### src/rtl/lmio_pkg.sv
// package: constants, register map and state types of the io supervisor
// assumes a 200 MHz system clock
package lmio_pkg;
  localparam int unsigned CLK_HZ       = 200_000_000;
  localparam int unsigned PEDAL_MS     = 100;
  localparam int unsigned PEDAL_CYC    = PEDAL_MS * (CLK_HZ / 1000);
  localparam int unsigned HOME_PER_US  = 50;
  localparam int unsigned HOME_PER_CYC = HOME_PER_US * (CLK_HZ / 1000000);
  localparam int unsigned HOME_PUL_US  = 5;
  localparam int unsigned HOME_PUL_CYC = HOME_PUL_US * (CLK_HZ / 1000000);
  localparam int CNT_W      = 25;
  localparam int HOME_W     = 16;
  localparam int NUM_AXES   = 4;
  localparam int NUM_LASERS = 2;
  localparam int NUM_LIMITS = 8;
  localparam int NUM_IN     = 13;
  // bit positions in the synchronised input vector
  localparam int IN_PEDAL = 0;
  localparam int IN_GUARD = 1;
  localparam int IN_FIRE  = 2;
  localparam int IN_LIMIT = 3;
  localparam int IN_COOL  = 11;
  localparam logic [NUM_IN-1:0] SYNC_RST = 13'h1FFF;
  // register byte offsets
  localparam logic [3:0] CFG_OFS  = 4'h0;
  localparam logic [3:0] CMD_OFS  = 4'h4;
  localparam logic [3:0] STAT_OFS = 4'h8;
  // configuration fields
  localparam int CFG_GUARD_EN = 0;
  localparam int CFG_COOL_EN  = 1;
  localparam int CFG_LIMIT_HI = 3;
  localparam int CFG_GLASS    = 4;
  localparam int CFG_DIR_INV  = 8;
  localparam int CFG_STEP_RISE = 12;
  localparam logic [15:0] CFG_RST = 16'h0000;
  // command fields, write-only pulses
  localparam int CMD_KEY  = 0;
  localparam int CMD_STOP = 1;
  localparam int CMD_HOME = 4;
  // status fields
  localparam int ST_JOB   = 0;
  localparam int ST_PROT  = 2;
  localparam int ST_WARN  = 3;
  localparam int ST_GUARD = 5;
  localparam int ST_LIMIT = 6;
  localparam int ST_HOME  = 14;
  localparam int ST_LASER = 18;
  localparam logic [1:0] RESP_OKAY   = 2'h0;
  localparam logic [1:0] RESP_SLVERR = 2'h2;

  typedef enum logic [1:0] {JOB_IDLE, JOB_RUN, JOB_PAUSE} lmio_job_t;

  typedef struct packed {
    logic [NUM_IN-1:0] s1;
    logic [NUM_IN-1:0] s2;
    logic [NUM_IN-1:0] s3;
    logic [NUM_IN-1:0] q;
  } lmio_sync_t;

  typedef struct packed {
    logic                  aw_got;
    logic                  w_got;
    logic [3:0]            awaddr;
    logic [31:0]           wdata;
    logic [3:0]            wstrb;
    logic                  bvalid;
    logic [1:0]            bresp;
    logic                  rvalid;
    logic [31:0]           rdata;
    logic [1:0]            rresp;
    logic [15:0]           cfg;
    lmio_job_t             job;
    logic [CNT_W-1:0]      hold_cnt;
    logic [CNT_W-1:0]      gap_cnt;
    logic                  press_used;
    logic [NUM_AXES-1:0]   homing;
    logic [HOME_W-1:0]     home_cnt;
    logic [NUM_AXES-1:0]   step_pin;
    logic [NUM_AXES-1:0]   dir_pin;
    logic [NUM_LASERS-1:0] laser_on;
    logic [NUM_LASERS-1:0] en_pin;
    logic [NUM_LASERS-1:0] pwm_pin;
    logic [NUM_LASERS-1:0] warn;
    logic [NUM_LIMITS-1:0] lamp;
  } lmio_state_t;
endpackage

### src/rtl/lmio_sync3.sv
// three-stage input synchroniser with agreement qualify
// assumes asynchronous pins; every stage and the qualified output reset high
`timescale 1ns/1ps
module lmio_sync3 (
  input  wire logic                      clock,
  input  wire logic                      rst_n,
  input  wire logic                      clock_en,
  input  wire logic [lmio_pkg::NUM_IN-1:0] async_in,
  output logic      [lmio_pkg::NUM_IN-1:0] sync_out
);
  lmio_pkg::lmio_sync_t st;
  lmio_pkg::lmio_sync_t next_st;

  // s1 feeds only s2; a change counts once s2 and s3 agree
  always_comb begin
    next_st    = st;
    next_st.s1 = async_in;
    next_st.s2 = st.s1;
    next_st.s3 = st.s2;
    next_st.q  = (st.s2 & st.s3) | (st.q & (st.s2 ^ st.s3));
  end

  always_ff @(posedge clock or negedge rst_n) begin
    if (!rst_n) begin
      st <= {4{lmio_pkg::SYNC_RST}};
    end else if (clock_en) begin
      st <= next_st;
    end
  end

  assign sync_out = st.q;
endmodule

### src/rtl/lmio_top.sv
// machine io supervisor: pedal, guard, manual fire, limits,
// four step/dir axes, two laser channels; axi4-lite registers
// assumes one 200 MHz clock; motion and pwm generators are upstream
//
// Functional notes
// - press held low 100 ms toggles start, pause and resume like the key.
// - press starting under 100 ms after an accepted press is ignored.
// - guard disabled means its input is not sampled and has no effect.
// - enabled guard high or open pauses work and switches laser off.
// - manual fire low turns laser on, high or open turns it off.
// - each axis has a minus limit toward zero and plus toward max.
// - limit active level is configurable; low-active means low at limit.
// - each limit lamp lights while its input is low.
// - four identical axes, each with direction and step pulse outputs.
// - direction polarity per axis is configurable.
// - step active edge selectable, falling after reset.
// - homing drives the axis toward origin until its minus limit.
// - two independent laser channels with enable, pwm and coolant guard.
// - laser type per channel selects rf or glass tube driving.
// - enable unused for rf; glass tube low means supply on.
// - power pwm carries rf modulation or glass tube power pwm.
// - enabled coolant high forces laser off, pauses work, warns.
// - disabled coolant guard input is not sampled.
//
// Local design decisions: the placing of the registers and the AXI4-Lite interface to the registers.
`timescale 1ns/1ps
module lmio_top #(
  parameter int unsigned PEDAL_CYC    = lmio_pkg::PEDAL_CYC,
  parameter int unsigned HOME_PER_CYC = lmio_pkg::HOME_PER_CYC,
  parameter int unsigned HOME_PUL_CYC = lmio_pkg::HOME_PUL_CYC
) (
  input  wire logic        clock,
  input  wire logic        rst_n,
  input  wire logic        clock_en,
  input  wire logic [3:0]  s_axi_awaddr,
  input  wire logic        s_axi_awvalid,
  output logic             s_axi_awready,
  input  wire logic [31:0] s_axi_wdata,
  input  wire logic [3:0]  s_axi_wstrb,
  input  wire logic        s_axi_wvalid,
  output logic             s_axi_wready,
  output logic [1:0]       s_axi_bresp,
  output logic             s_axi_bvalid,
  input  wire logic        s_axi_bready,
  input  wire logic [3:0]  s_axi_araddr,
  input  wire logic        s_axi_arvalid,
  output logic             s_axi_arready,
  output logic [31:0]      s_axi_rdata,
  output logic [1:0]       s_axi_rresp,
  output logic             s_axi_rvalid,
  input  wire logic        s_axi_rready,
  input  wire logic        pedal_switch_in,
  input  wire logic        guard_interlock_in,
  input  wire logic        manual_fire_in,
  input  wire logic [7:0]  axis_limit_in,
  input  wire logic [1:0]  coolant_guard_in,
  input  wire logic [3:0]  axis_step_req,
  input  wire logic [3:0]  axis_dir_req,
  input  wire logic [1:0]  laser_fire_req,
  input  wire logic [1:0]  laser_pwm_req,
  output logic [3:0]       axis_step_pulse_out,
  output logic [3:0]       axis_dir_out,
  output logic [1:0]       laser_enable_out,
  output logic [1:0]       laser_power_pwm_out,
  output logic [1:0]       coolant_warn_out,
  output logic [7:0]       limit_lamp_out,
  output logic             job_running_out
);
  localparam int NA = lmio_pkg::NUM_AXES;
  localparam int NL = lmio_pkg::NUM_LASERS;
  localparam logic [lmio_pkg::CNT_W-1:0] CNT_W_MAX =
    lmio_pkg::CNT_W'(PEDAL_CYC - 1);
  lmio_pkg::lmio_state_t st;
  lmio_pkg::lmio_state_t next_st;
  logic [lmio_pkg::NUM_IN-1:0] q;
  logic [7:0]        raw_lim, at_lim;
  logic              pressed, acc, guard_trip, prot_any, home_pulse;
  logic [NL-1:0]     cool_trip, trip;
  logic [NA-1:0]     step_nx, dir_nx;
  logic [NL-1:0]     on_nx, en_nx, pwm_nx;
  logic [31:0]       stat_word;
  logic              do_write, cmd_key, cmd_stop;
  logic [1:0]        w_idx;
  logic [NA-1:0]     cmd_home;
  // all pins pass the synchroniser; each qualified bit resets high
  lmio_sync3 u_sync (
    .clock    (clock),
    .rst_n    (rst_n),
    .clock_en (clock_en),
    .async_in ({coolant_guard_in, axis_limit_in, manual_fire_in,
                guard_interlock_in, pedal_switch_in}),
    .sync_out (q)
  );
  // open pins read high, so an unwired guard trips as protection
  assign guard_trip = st.cfg[lmio_pkg::CFG_GUARD_EN]
                    & q[lmio_pkg::IN_GUARD];
  assign cool_trip  = st.cfg[lmio_pkg::CFG_COOL_EN +: NL]
                    & q[lmio_pkg::IN_COOL +: NL];
  assign trip       = {NL{guard_trip}} | cool_trip;
  assign prot_any   = guard_trip | (|cool_trip);
  assign raw_lim    = q[lmio_pkg::IN_LIMIT +: 8];
  // even bit = minus limit toward zero, odd bit = plus limit
  assign at_lim     = st.cfg[lmio_pkg::CFG_LIMIT_HI] ?
                      raw_lim : ~raw_lim;
  assign pressed    = ~q[lmio_pkg::IN_PEDAL];
  assign acc        = pressed && !st.press_used
                      && (st.hold_cnt == CNT_W_MAX);
  assign home_pulse = st.home_cnt < lmio_pkg::HOME_W'(HOME_PUL_CYC);
  generate
    for (genvar a = 0; a < NA; a++) begin : g_axis
      logic act;
      logic dir_l;
      // homing steps toward the minus limit, direction 0 is minus
      assign act   = axis_step_req[a] | (st.homing[a] & home_pulse);
      assign dir_l = st.homing[a] ? 1'b0 : axis_dir_req[a];
      assign dir_nx[a]  = dir_l
        ^ st.cfg[lmio_pkg::CFG_DIR_INV + a];
      assign step_nx[a] = st.cfg[lmio_pkg::CFG_STEP_RISE + a] ?
                          act : ~act;
    end
    for (genvar c = 0; c < NL; c++) begin : g_laser
      logic want;
      logic glass;
      assign glass = st.cfg[lmio_pkg::CFG_GLASS + c];
      assign want  = ~q[lmio_pkg::IN_FIRE]
        | (laser_fire_req[c] & (st.job == lmio_pkg::JOB_RUN));
      assign on_nx[c]  = want & ~trip[c];
      assign en_nx[c]  = ~(glass & on_nx[c]);
      assign pwm_nx[c] = laser_pwm_req[c] & on_nx[c];
    end
  endgenerate
  always_comb begin
    stat_word = 32'h0000_0000;
    stat_word[lmio_pkg::ST_JOB +: 2]   = st.job;
    stat_word[lmio_pkg::ST_PROT]       = prot_any;
    stat_word[lmio_pkg::ST_WARN +: NL] = st.warn;
    stat_word[lmio_pkg::ST_GUARD]      = guard_trip;
    stat_word[lmio_pkg::ST_LIMIT +: 8] = at_lim;
    stat_word[lmio_pkg::ST_HOME +: NA] = st.homing;
    stat_word[lmio_pkg::ST_LASER +: NL] = st.laser_on;
  end
  assign s_axi_awready = !st.aw_got && !st.bvalid;
  assign s_axi_wready  = !st.w_got && !st.bvalid;
  assign s_axi_arready = !st.rvalid;
  assign do_write      = st.aw_got && st.w_got && !st.bvalid;
  assign w_idx         = st.awaddr[3:2];
  assign cmd_key  = do_write && (w_idx == lmio_pkg::CMD_OFS[3:2])
                    && st.wstrb[0] && st.wdata[lmio_pkg::CMD_KEY];
  assign cmd_stop = do_write && (w_idx == lmio_pkg::CMD_OFS[3:2])
                    && st.wstrb[0] && st.wdata[lmio_pkg::CMD_STOP];
  assign cmd_home = (do_write && (w_idx == lmio_pkg::CMD_OFS[3:2])
                    && st.wstrb[0]) ?
                    st.wdata[lmio_pkg::CMD_HOME +: NA] : '0;
  always_comb begin
    next_st = st;
    // write channel: address and data taken in either order
    if (s_axi_awvalid && s_axi_awready) begin
      next_st.aw_got = 1'b1;
      next_st.awaddr = s_axi_awaddr;
    end
    if (s_axi_wvalid && s_axi_wready) begin
      next_st.w_got = 1'b1;
      next_st.wdata = s_axi_wdata;
      next_st.wstrb = s_axi_wstrb;
    end
    if (st.bvalid && s_axi_bready) begin
      next_st.bvalid = 1'b0;
    end
    if (do_write) begin
      next_st.aw_got = 1'b0;
      next_st.w_got  = 1'b0;
      next_st.bvalid = 1'b1;
      next_st.bresp  = lmio_pkg::RESP_OKAY;
      case (w_idx)
        lmio_pkg::CFG_OFS[3:2]: begin
          if (st.wstrb[0]) begin
            next_st.cfg[7:0] = st.wdata[7:0];
          end
          if (st.wstrb[1]) begin
            next_st.cfg[15:8] = st.wdata[15:8];
          end
        end
        lmio_pkg::CMD_OFS[3:2]: begin
        end
        default: begin
          // status is read-only; unmapped gets slverr too
          next_st.bresp = lmio_pkg::RESP_SLVERR;
        end
      endcase
    end
    // read channel: answer the cycle after the address is taken
    if (st.rvalid && s_axi_rready) begin
      next_st.rvalid = 1'b0;
    end
    if (s_axi_arvalid && s_axi_arready) begin
      next_st.rvalid = 1'b1;
      next_st.rresp  = lmio_pkg::RESP_OKAY;
      case (s_axi_araddr[3:2])
        lmio_pkg::CFG_OFS[3:2]:  next_st.rdata = {16'h0000, st.cfg};
        lmio_pkg::CMD_OFS[3:2]:  next_st.rdata = 32'h0000_0000;
        lmio_pkg::STAT_OFS[3:2]: next_st.rdata = stat_word;
        default: begin
          next_st.rdata = 32'h0000_0000;
          next_st.rresp = lmio_pkg::RESP_SLVERR;
        end
      endcase
    end
    // pedal: qualify hold time, then lock out early repeats
    if (st.gap_cnt != '0) begin
      next_st.gap_cnt = st.gap_cnt - 1'b1;
    end
    if (!pressed) begin
      next_st.hold_cnt   = '0;
      next_st.press_used = 1'b0;
    end else if (!st.press_used) begin
      if (st.hold_cnt == '0 && st.gap_cnt != '0) begin
        next_st.press_used = 1'b1;
      end else if (acc) begin
        next_st.press_used = 1'b1;
        next_st.gap_cnt    = CNT_W_MAX;
      end else begin
        next_st.hold_cnt = st.hold_cnt + 1'b1;
      end
    end
    // job state; protection pauses and blocks resume
    case (st.job)
      lmio_pkg::JOB_IDLE: begin
        if ((acc || cmd_key) && !prot_any) begin
          next_st.job = lmio_pkg::JOB_RUN;
        end
      end
      lmio_pkg::JOB_RUN: begin
        if (prot_any || acc || cmd_key) begin
          next_st.job = lmio_pkg::JOB_PAUSE;
        end
      end
      lmio_pkg::JOB_PAUSE: begin
        if ((acc || cmd_key) && !prot_any) begin
          next_st.job = lmio_pkg::JOB_RUN;
        end
      end
      default: next_st.job = lmio_pkg::JOB_IDLE;
    endcase
    if (cmd_stop) begin
      next_st.job = lmio_pkg::JOB_IDLE;
    end
    // homing ends when the minus limit is seen
    next_st.homing = (st.homing | cmd_home)
                   & ~{at_lim[6], at_lim[4],
                       at_lim[2], at_lim[0]};
    if (st.homing == '0 ||
        st.home_cnt == lmio_pkg::HOME_W'(HOME_PER_CYC - 1)) begin
      next_st.home_cnt = '0;
    end else begin
      next_st.home_cnt = st.home_cnt + 1'b1;
    end
    next_st.step_pin = step_nx;
    next_st.dir_pin  = dir_nx;
    next_st.laser_on = on_nx;
    next_st.en_pin   = en_nx;
    next_st.pwm_pin  = pwm_nx;
    next_st.warn     = cool_trip;
    next_st.lamp     = ~raw_lim;
  end
  always_ff @(posedge clock or negedge rst_n) begin
    if (!rst_n) begin
      st          <= '0;
      st.cfg      <= lmio_pkg::CFG_RST;
      st.job      <= lmio_pkg::JOB_IDLE;
      st.step_pin <= '1;
      st.en_pin   <= '1;
    end else if (clock_en) begin
      st <= next_st;
    end
  end
  assign s_axi_bvalid        = st.bvalid;
  assign s_axi_bresp         = st.bresp;
  assign s_axi_rvalid        = st.rvalid;
  assign s_axi_rdata         = st.rdata;
  assign s_axi_rresp         = st.rresp;
  assign axis_step_pulse_out = st.step_pin;
  assign axis_dir_out        = st.dir_pin;
  assign laser_enable_out    = st.en_pin;
  assign laser_power_pwm_out = st.pwm_pin;
  assign coolant_warn_out    = st.warn;
  assign limit_lamp_out      = st.lamp;
  assign job_running_out     = (st.job == lmio_pkg::JOB_RUN);
  // helper counters watched only by assertions
  logic [25:0] low_run, since_acc;
  always_ff @(posedge clock or negedge rst_n) begin
    if (!rst_n) begin
      low_run   <= '0;
      since_acc <= '1;
    end else if (clock_en) begin
      low_run   <= !pressed ? '0 :
                   (&low_run ? low_run : low_run + 1'b1);
      since_acc <= acc ? '0 :
                   (&since_acc ? since_acc : since_acc + 1'b1);
    end
  end

  generate
    for (genvar c = 0; c < NL; c++) begin : g_lchk

    end
    for (genvar a = 0; a < NA; a++) begin : g_achk

    end
  endgenerate
endmodule

### config.mk
export PLATFORM = sky130hd
export DESIGN_NAME = lmio_top
export DESIGN_NICKNAME = d
export VERILOG_FILES = /design/src/rtl/lmio_pkg.sv /design/src/rtl/lmio_sync3.sv /design/src/rtl/lmio_top.sv
export SDC_FILE = /design/constraint.sdc
export NUM_CORES = 1
export LEC_CHECK = 0
export BUFFER_PORTS_ARGS = -buffer_cell sky130_fd_sc_hd__buf_2
export CAP_MARGIN = 0
export CELL_PAD_IN_SITES_DETAIL_PLACEMENT = 1
export CELL_PAD_IN_SITES_GLOBAL_PLACEMENT = 2
export CORE_MARGIN = 2
export CORE_UTILIZATION = 34
export DETAILED_ROUTE_END_ITERATION = 7
export PLACE_DENSITY_LB_ADDON = 0.1
export SETUP_SLACK_MARGIN = 0.5
export SYNTH_ARGS = -nofsm -noshare
export SYNTH_HDL_FRONTEND = slang
export SYNTH_SLANG_ARGS = --single-unit
export TNS_END_PERCENT = 10
### constraint.sdc
create_clock -name clock -period 2.65 [get_ports clock]
set_clock_uncertainty 0.05 [all_clocks]
set_input_delay 0.265 -clock clock [delete_from_list [all_inputs] [get_ports clock]]
set_output_delay 0.265 -clock clock [all_outputs]
set_load 0.01 [all_outputs]
==> results of run 1 <==
## per-layer routing
layer  up-vias  GRT usage  share of wire
met1      3787      0.249           0.48
met5         -          0              0
li1       3639          -              -
met2       120      0.287           0.46
met3        33     0.0229          0.036
met4         0     0.0362          0.019
## sequential cells by signal, indices dropped and copies added (netlist names), 4 cells and up
name / count
axis_dir_out: 4
axis_step_pulse_out: 4
limit_lamp_out: 8
s_axi_rdata: 20
st: 111
u_sync.next_st: 26
u_sync.st: 13
u_sync.sync_out: 13
## kinds of logic (layout without fill, tap and decap cells)
| group | count (synthesis) | count (layout) | share of synthesized area |
|---|---|---|---|
| mux | 96 | 96 | 0.104 |
| compound gates | 151 | 151 | 0.0936 |
| simple gates | 328 | 328 | 0.159 |
| flops | 211 | 211 | 0.524 |
| other cells | 1 | 14 | 0.000367 |
| buf+inv | 111 | 284 | 0.0626 |
| xor+xnor | 42 | 42 | 0.0360 |
| fa+ha+maj | 17 | 17 | 0.0208 |
## worst max-delay path, stage by stage (launching register included)
cell and delay, ps:
dfrtp_1 370, or4_4 560, nor4_4 210, buf_4 160
nand4_4 120, a211o_1 320, buf_4 160, buf_4 150
or3_4 330, a21oi_2 130
## worst paths after layout
check | start | end | slack (ps)
setup / recovery | st[64] | st[76] | 30
min in group asynchronous | rst_n | st[39] | 240
hold / removal | axis_step_req[1] | axis_step_pulse_out[1] | 30
hold reg to reg | g_laser[1].glass | laser_enable_out[1] | 400
max in group asynchronous | rst_n | u_sync.st[20] | 1410
setup reg to reg | st[64] | st[76] | 30
## cell type report
class	count	area share
clock buffers	44	0.0636
clock inverters	5	0.00246
inverters	13	0.00383
multi-input cells	648	0.349
flip-flops and latches	211	0.420
well taps	390	0.0383
repair buffers	222	0.122
## power groups by stage
stage / Sequential, mW / Combinational [mW] / Clock [mW]
after global routing: 4.73 / 2.64 / 3.74
after global placement: 4.65 / 2.25 / 0
after floorplan: 4.46 / 1.64 / 0
after CTS: 4.62 / 2.35 / 3.62
final: 4.62 / 2.36 / 3.48
after detailed placement: 4.67 / 2.29 / 0
## through the flow
| step | cell area (sq um) | TNS, ps | setup slack, ps |
|---|---|---|---|
| final | 12700 | 0 | 25.6 |
| after global placement | 11300 | -1.06 | -1.06 |
| after CTS | 12600 | 0 | 26.3 |
| after floorplan | 10300 | 0 | 47.3 |
| after global routing | 12700 | -419 | -88.6 |
| after detailed placement | 11300 | -164 | -39.2 |
## timing repair
action	4_1_cts	5_1_grt
hold buffers	40	0
pin swaps	3	19
resized for setup	5	35
hold endpoints to repair	93	0
endpoints found under the setup margin	53	70
setup buffers	1	1
## layout by cell type, fill, tap and decap left out, drive strengths merged, types with 3 or more instances in the layout
cell type,instances
a211o,5
a21o,3
a21oi,34
a22o,10
and2,7
and3,7
buf,182
clkbuf,44
clkinv,5
conb,14
dfrtp,153
dfstp,58
dlygate4sd3,40
ha,17
inv,13
mux2,79
mux2i,17
nand2,128
nand3,30
nand4,12
nand4b,3
nor2,55
nor2b,15
nor3,14
nor4,15
nor4b,5
o211ai,9
o21a,5
o21ai,53
o22ai,7
o31ai,9
or2,5
or3,9
or4,12
xnor2,21
xor2,21
==> impl_metrics.ini, run 1 <==
[floorplan]
num_io_pins = 141
core_sq_mm = 0.0296
die_x_microns = 177
initial_core_util = 0.345
fp-row-count = 63
fp.dieH_microns = 177
die-area_sq_mm = 0.0314

[finish]
final_util = 0.430
syn_to_final_growth_pct = 24.7
multi_input_area_sq_mm = 0.00445
antenna_cells = 0
fin_cells = 1533
seqCellArea_sq_mm = 0.00535
fillers = 3311
drive_gt1_frac = 0.344
fin_nets = 1217

[worst_hold_path]
hold_depth = 4
hold_class = in2reg

[synth]
yosysTopAreaCellShare = 0.375
netlist_top_cells_area = dfrtp_1 37%, dfstp_2 15%, mux2_2 8.7%
syn-instance-count = 957
ys_types = 60
ys_seq_elements = 211
syn-cell-area_sq_mm = 0.0102
synth_top_area_cell = dfrtp_1
ys.warnings.count = 0
yosys-top-cells-count = 153 x dfrtp_1, 128 x nand2_1, 79 x mux2_2
yosys_most_used_dff = dfrtp_1
syn_area_per_cell_sq_um = 10.7
synth_most_common_cell = dfrtp_1
synth-edff-count = 0
yosysSeqAreaShare = 0.524
async_reset_ff_frac = 1.00

[timing]
fin_crit_sh = 0.990
hold_ws_ps = 25.2
hold_viol = 0
maxSlewViolCount = 0
slew_headroom = 0.554
fin_crit_ps = 2620
setup_viol = 0
rsz0062_at_grt = yes
worstMarginPinSlew_ps = 664
fmax_mhz = 381

[power_and_ir_drop]
power_frac_comb = 0.225
power_density_mw_per_mm2 = 821
power.total_mw = 10.5
switching_share = 0.303
p_leak_nw = 5.80
power_frac_clock = 0.333
switching_power_mw = 3.17
peakVddDrop_mv = 0.450
p_seq_frac = 0.442
p_int_mw = 7.29

[setup_path]
required_ps = 3060
crit_fanout = 5
start_kind = register
critical_path_arrival_ps = 3030
worstSetupPathType = reg2reg
crit_path_end_kind = register
worstRegToRegCells = 9

[placed_design]
dp_cells = 1442
port_buffers = 104
dp_hpwl_microns = 18600
place_congestion = 0.778

[clock_tree]
cts-root-buf = clkbuf_16
clk_path_buf_depth = 3
clock_sinks = 211
h-tree-depth = 1
clk_latency_ps = 530
clkTransAtPathRegs_ps = 60
numCtsBuffers = 27
cts_tree = built

[detailed_routing]
routedWlPerCell_microns = 17.8
routed_via_density = 4.94
drt_first_pass_iters = 4
drc = 0
vias = 7579
drt_wl_total_microns = 27200
drt-initial-drc-count = 295
ant_nets = 0

[global_routing]
grt_pass1_wl_microns = 43600
grt_pass1_vias = 7886
grt_usage = 0.175
grt_max_degree = 70
antenna_found_initial = 0
overflow = 0

[job]
cap_violations = 0

[outcome]
status = complete, no violations
No activity file was read; power rests on OpenSTA's default activity.
==> run 2, diff against run 1 <==
--- a/config.mk
+++ b/config.mk
@@ -9,6 +9,7 @@
 export CAP_MARGIN = 0
 export CELL_PAD_IN_SITES_DETAIL_PLACEMENT = 1
 export CELL_PAD_IN_SITES_GLOBAL_PLACEMENT = 2
+export CORE_ASPECT_RATIO = 1.4
 export CORE_MARGIN = 2
 export CORE_UTILIZATION = 34
 export DETAILED_ROUTE_END_ITERATION = 7
==> run 2 against run 1 <==
Against the previous run: the flow now finishes with violations (negative setup slack); die area is essentially flat; setup slack lost 63 ps; clock power shrank 7.2%; first-iteration DRC count shrank 39%; hold slack gained 90 ps; critical endpoint is now st[88]; largest cell class unchanged.
==> impl_metrics.ini, run 2 (synthesized netlist as in run 1, its figures left out) <==
[finish]
largest-register = st
mostFrequentLayoutCell = dfrtp_1
largest_reg_flops = 111
final_util = 0.433
layout_common_cells = 153 x dfrtp_1, 126 x nand2_1, 102 x buf_2, 80 x buf_4, 77 x mux2_2
fin_nets = 1229
final_area_sq_mm = 0.0129
drive_gt1_frac = 0.356
syn_to_final_growth_pct = 26.0
antenna_cells = 0

[clock_tree]
cts_tree = built
numCtsBuffers = 24
clkTransAtPathRegs_ps = 60
clk_latency_ps = 530
h-tree-depth = 1
clk_path_buf_depth = 3
cts-root-buf = clkbuf_16
clock_sinks = 211

[power_and_ir_drop]
switching_power_mw = 3.09
p_leak_nw = 5.85
power.total_mw = 10.2
p_seq_frac = 0.453
power_frac_clock = 0.317
p_int_mw = 7.10
power_frac_comb = 0.230
switching_share = 0.303
peakVddDrop_mv = 0.413
power_density_mw_per_mm2 = 791

[setup_path]
cp.depth = 9
start_kind = register
worstRegToRegCells = 9
crit_end = st[88]
r2r_setup_slack_ps = -40
crit_fanout = 6
path_buf_inv = 3
max_stage_delay_ps = 580
critical_path.top_delay_family = simple AND/OR/NAND/NOR gates
cp_slowest_cell = or4_4
crit_path_cell_trace = or4_4, nor4_2, buf_4, nand4_2, a211o_1, buf_12, buf_8, or4_1, nand2_1
r2r-end = st[88]
worstReg2RegStart = st[64]
cp-startpoint = st[64]
required_ps = 3060
critical_path_arrival_ps = 3090
crit_path_end_kind = register
worstSetupPathType = reg2reg

[placed_design]
port_buffers = 104
dp_hpwl_microns = 19300
place_congestion = 0.792
placed_area_sq_mm = 0.0114

[timing]
setup_viol = 2
fin_crit_sh = 1.01
worstMarginPinSlew_ps = 686
maxSlewViolCount = 0
hold_viol = 0
slew_headroom = 0.536
fin_crit_ps = 2690
rsz0062_at_grt = yes
fmax_mhz = 372
fin_ws_ps = -37.4

[detailed_routing]
drc = 0
drt-initial-drc-count = 179
vias = 7608
ant_nets = 0
routedWlPerCell_microns = 17.8
routed_via_density = 4.95
drt_first_pass_iters = 4
drt_wl_total_microns = 27300

[global_routing]
grt_pass1_vias = 8128
antenna_found_initial = 0
grt_usage = 0.175
grt_pass1_wl_microns = 43800
overflow = 0
grt_max_degree = 83

[floorplan]
die-area_sq_mm = 0.0315
num_io_pins = 141
fp.dieH_microns = 209
core_sq_mm = 0.0297
die_x_microns = 150
initial_core_util = 0.343
fp-row-count = 75

[outcome]
failed_checks = negative setup slack
status = finished, violations left

[worst_hold_path]
hold_class = in2reg

[job]
cap_violations = 0
==> run 2: cell count changes in the layout (fill, tap and decap cells not counted), sizes merged <==
cell         delta
clkinvlp        +1
buf            +11
dlygate4sd3     +3
clkbuf         -10
bufinv          +1
clkinv          +4
==> run 2: through the flow <==
stage               hold WS [ps]  setup TNS [ps]  setup WS, ps  cells
global route                99.0           -2020          -154   1538
CTS                         90.9            -727         -87.8   1535
floorplan                  -80.6               0          47.3    970
finish                       116           -38.0         -37.4   1538
detailed placement           268           -1630          -156   1443
global placement             269           -2190          -177   1443
==> run 2: how the worst min path moves through the flow <==
stage                   from                  to  slack, ps  cells after the start
global route        clock_en  u_sync.sync_out[3]        100                      4
global placement       rst_n     s_axi_rdata[19]        270                      1
finish              clock_en  u_sync.sync_out[3]        120                      4
floorplan              rst_n     axis_dir_out[0]        -80                      0
CTS                 clock_en  u_sync.sync_out[3]         90                      4
detailed placement     rst_n              st[15]        270                      1
==> run 2: layout make-up <==
type	instances	area, sq um
inverter	13	48.8
sequential	211	5350
multi-input combinational	648	4480
timing repair buffer	237	1740
tap	385	482
clock buffer	33	664
clock inverter	11	103
fill	3299	16900
==> run 2: routing by layer <==
metal  GRT usage  wire length (microns)
met1       0.213                  11500
met4      0.0462                    490
met5           0                      0
met3      0.0234                    911
met2       0.321                  14400
==> run 2: tightest hold or removal path, cell delays in order <==
cell and delay [ps]:
buf_4 140, buf_12 160, nand2_1 70, nand2_1 50
==> run 2: power groups by stage <==
stage / Combinational [mW] / Clock, mW / Sequential, mW
floorplan: 1.64 / 0 / 4.46
global placement: 2.17 / 0 / 4.65
detailed placement: 2.22 / 0 / 4.68
CTS: 2.32 / 3.37 / 4.62
global route: 2.61 / 3.50 / 4.74
finish: 2.34 / 3.23 / 4.62
==> run 2: timing repair <==
| item | in CTS | in global routing |
|---|---|---|
| resized for setup | 24 | 27 |
| cloned | 0 | 1 |
| pin swaps | 36 | 20 |
| hold buffers | 43 | 0 |
| setup endpoints to repair | 71 | 80 |
| endpoints found under the hold margin | 104 | 0 |
| buffers inserted | 5 | 2 |
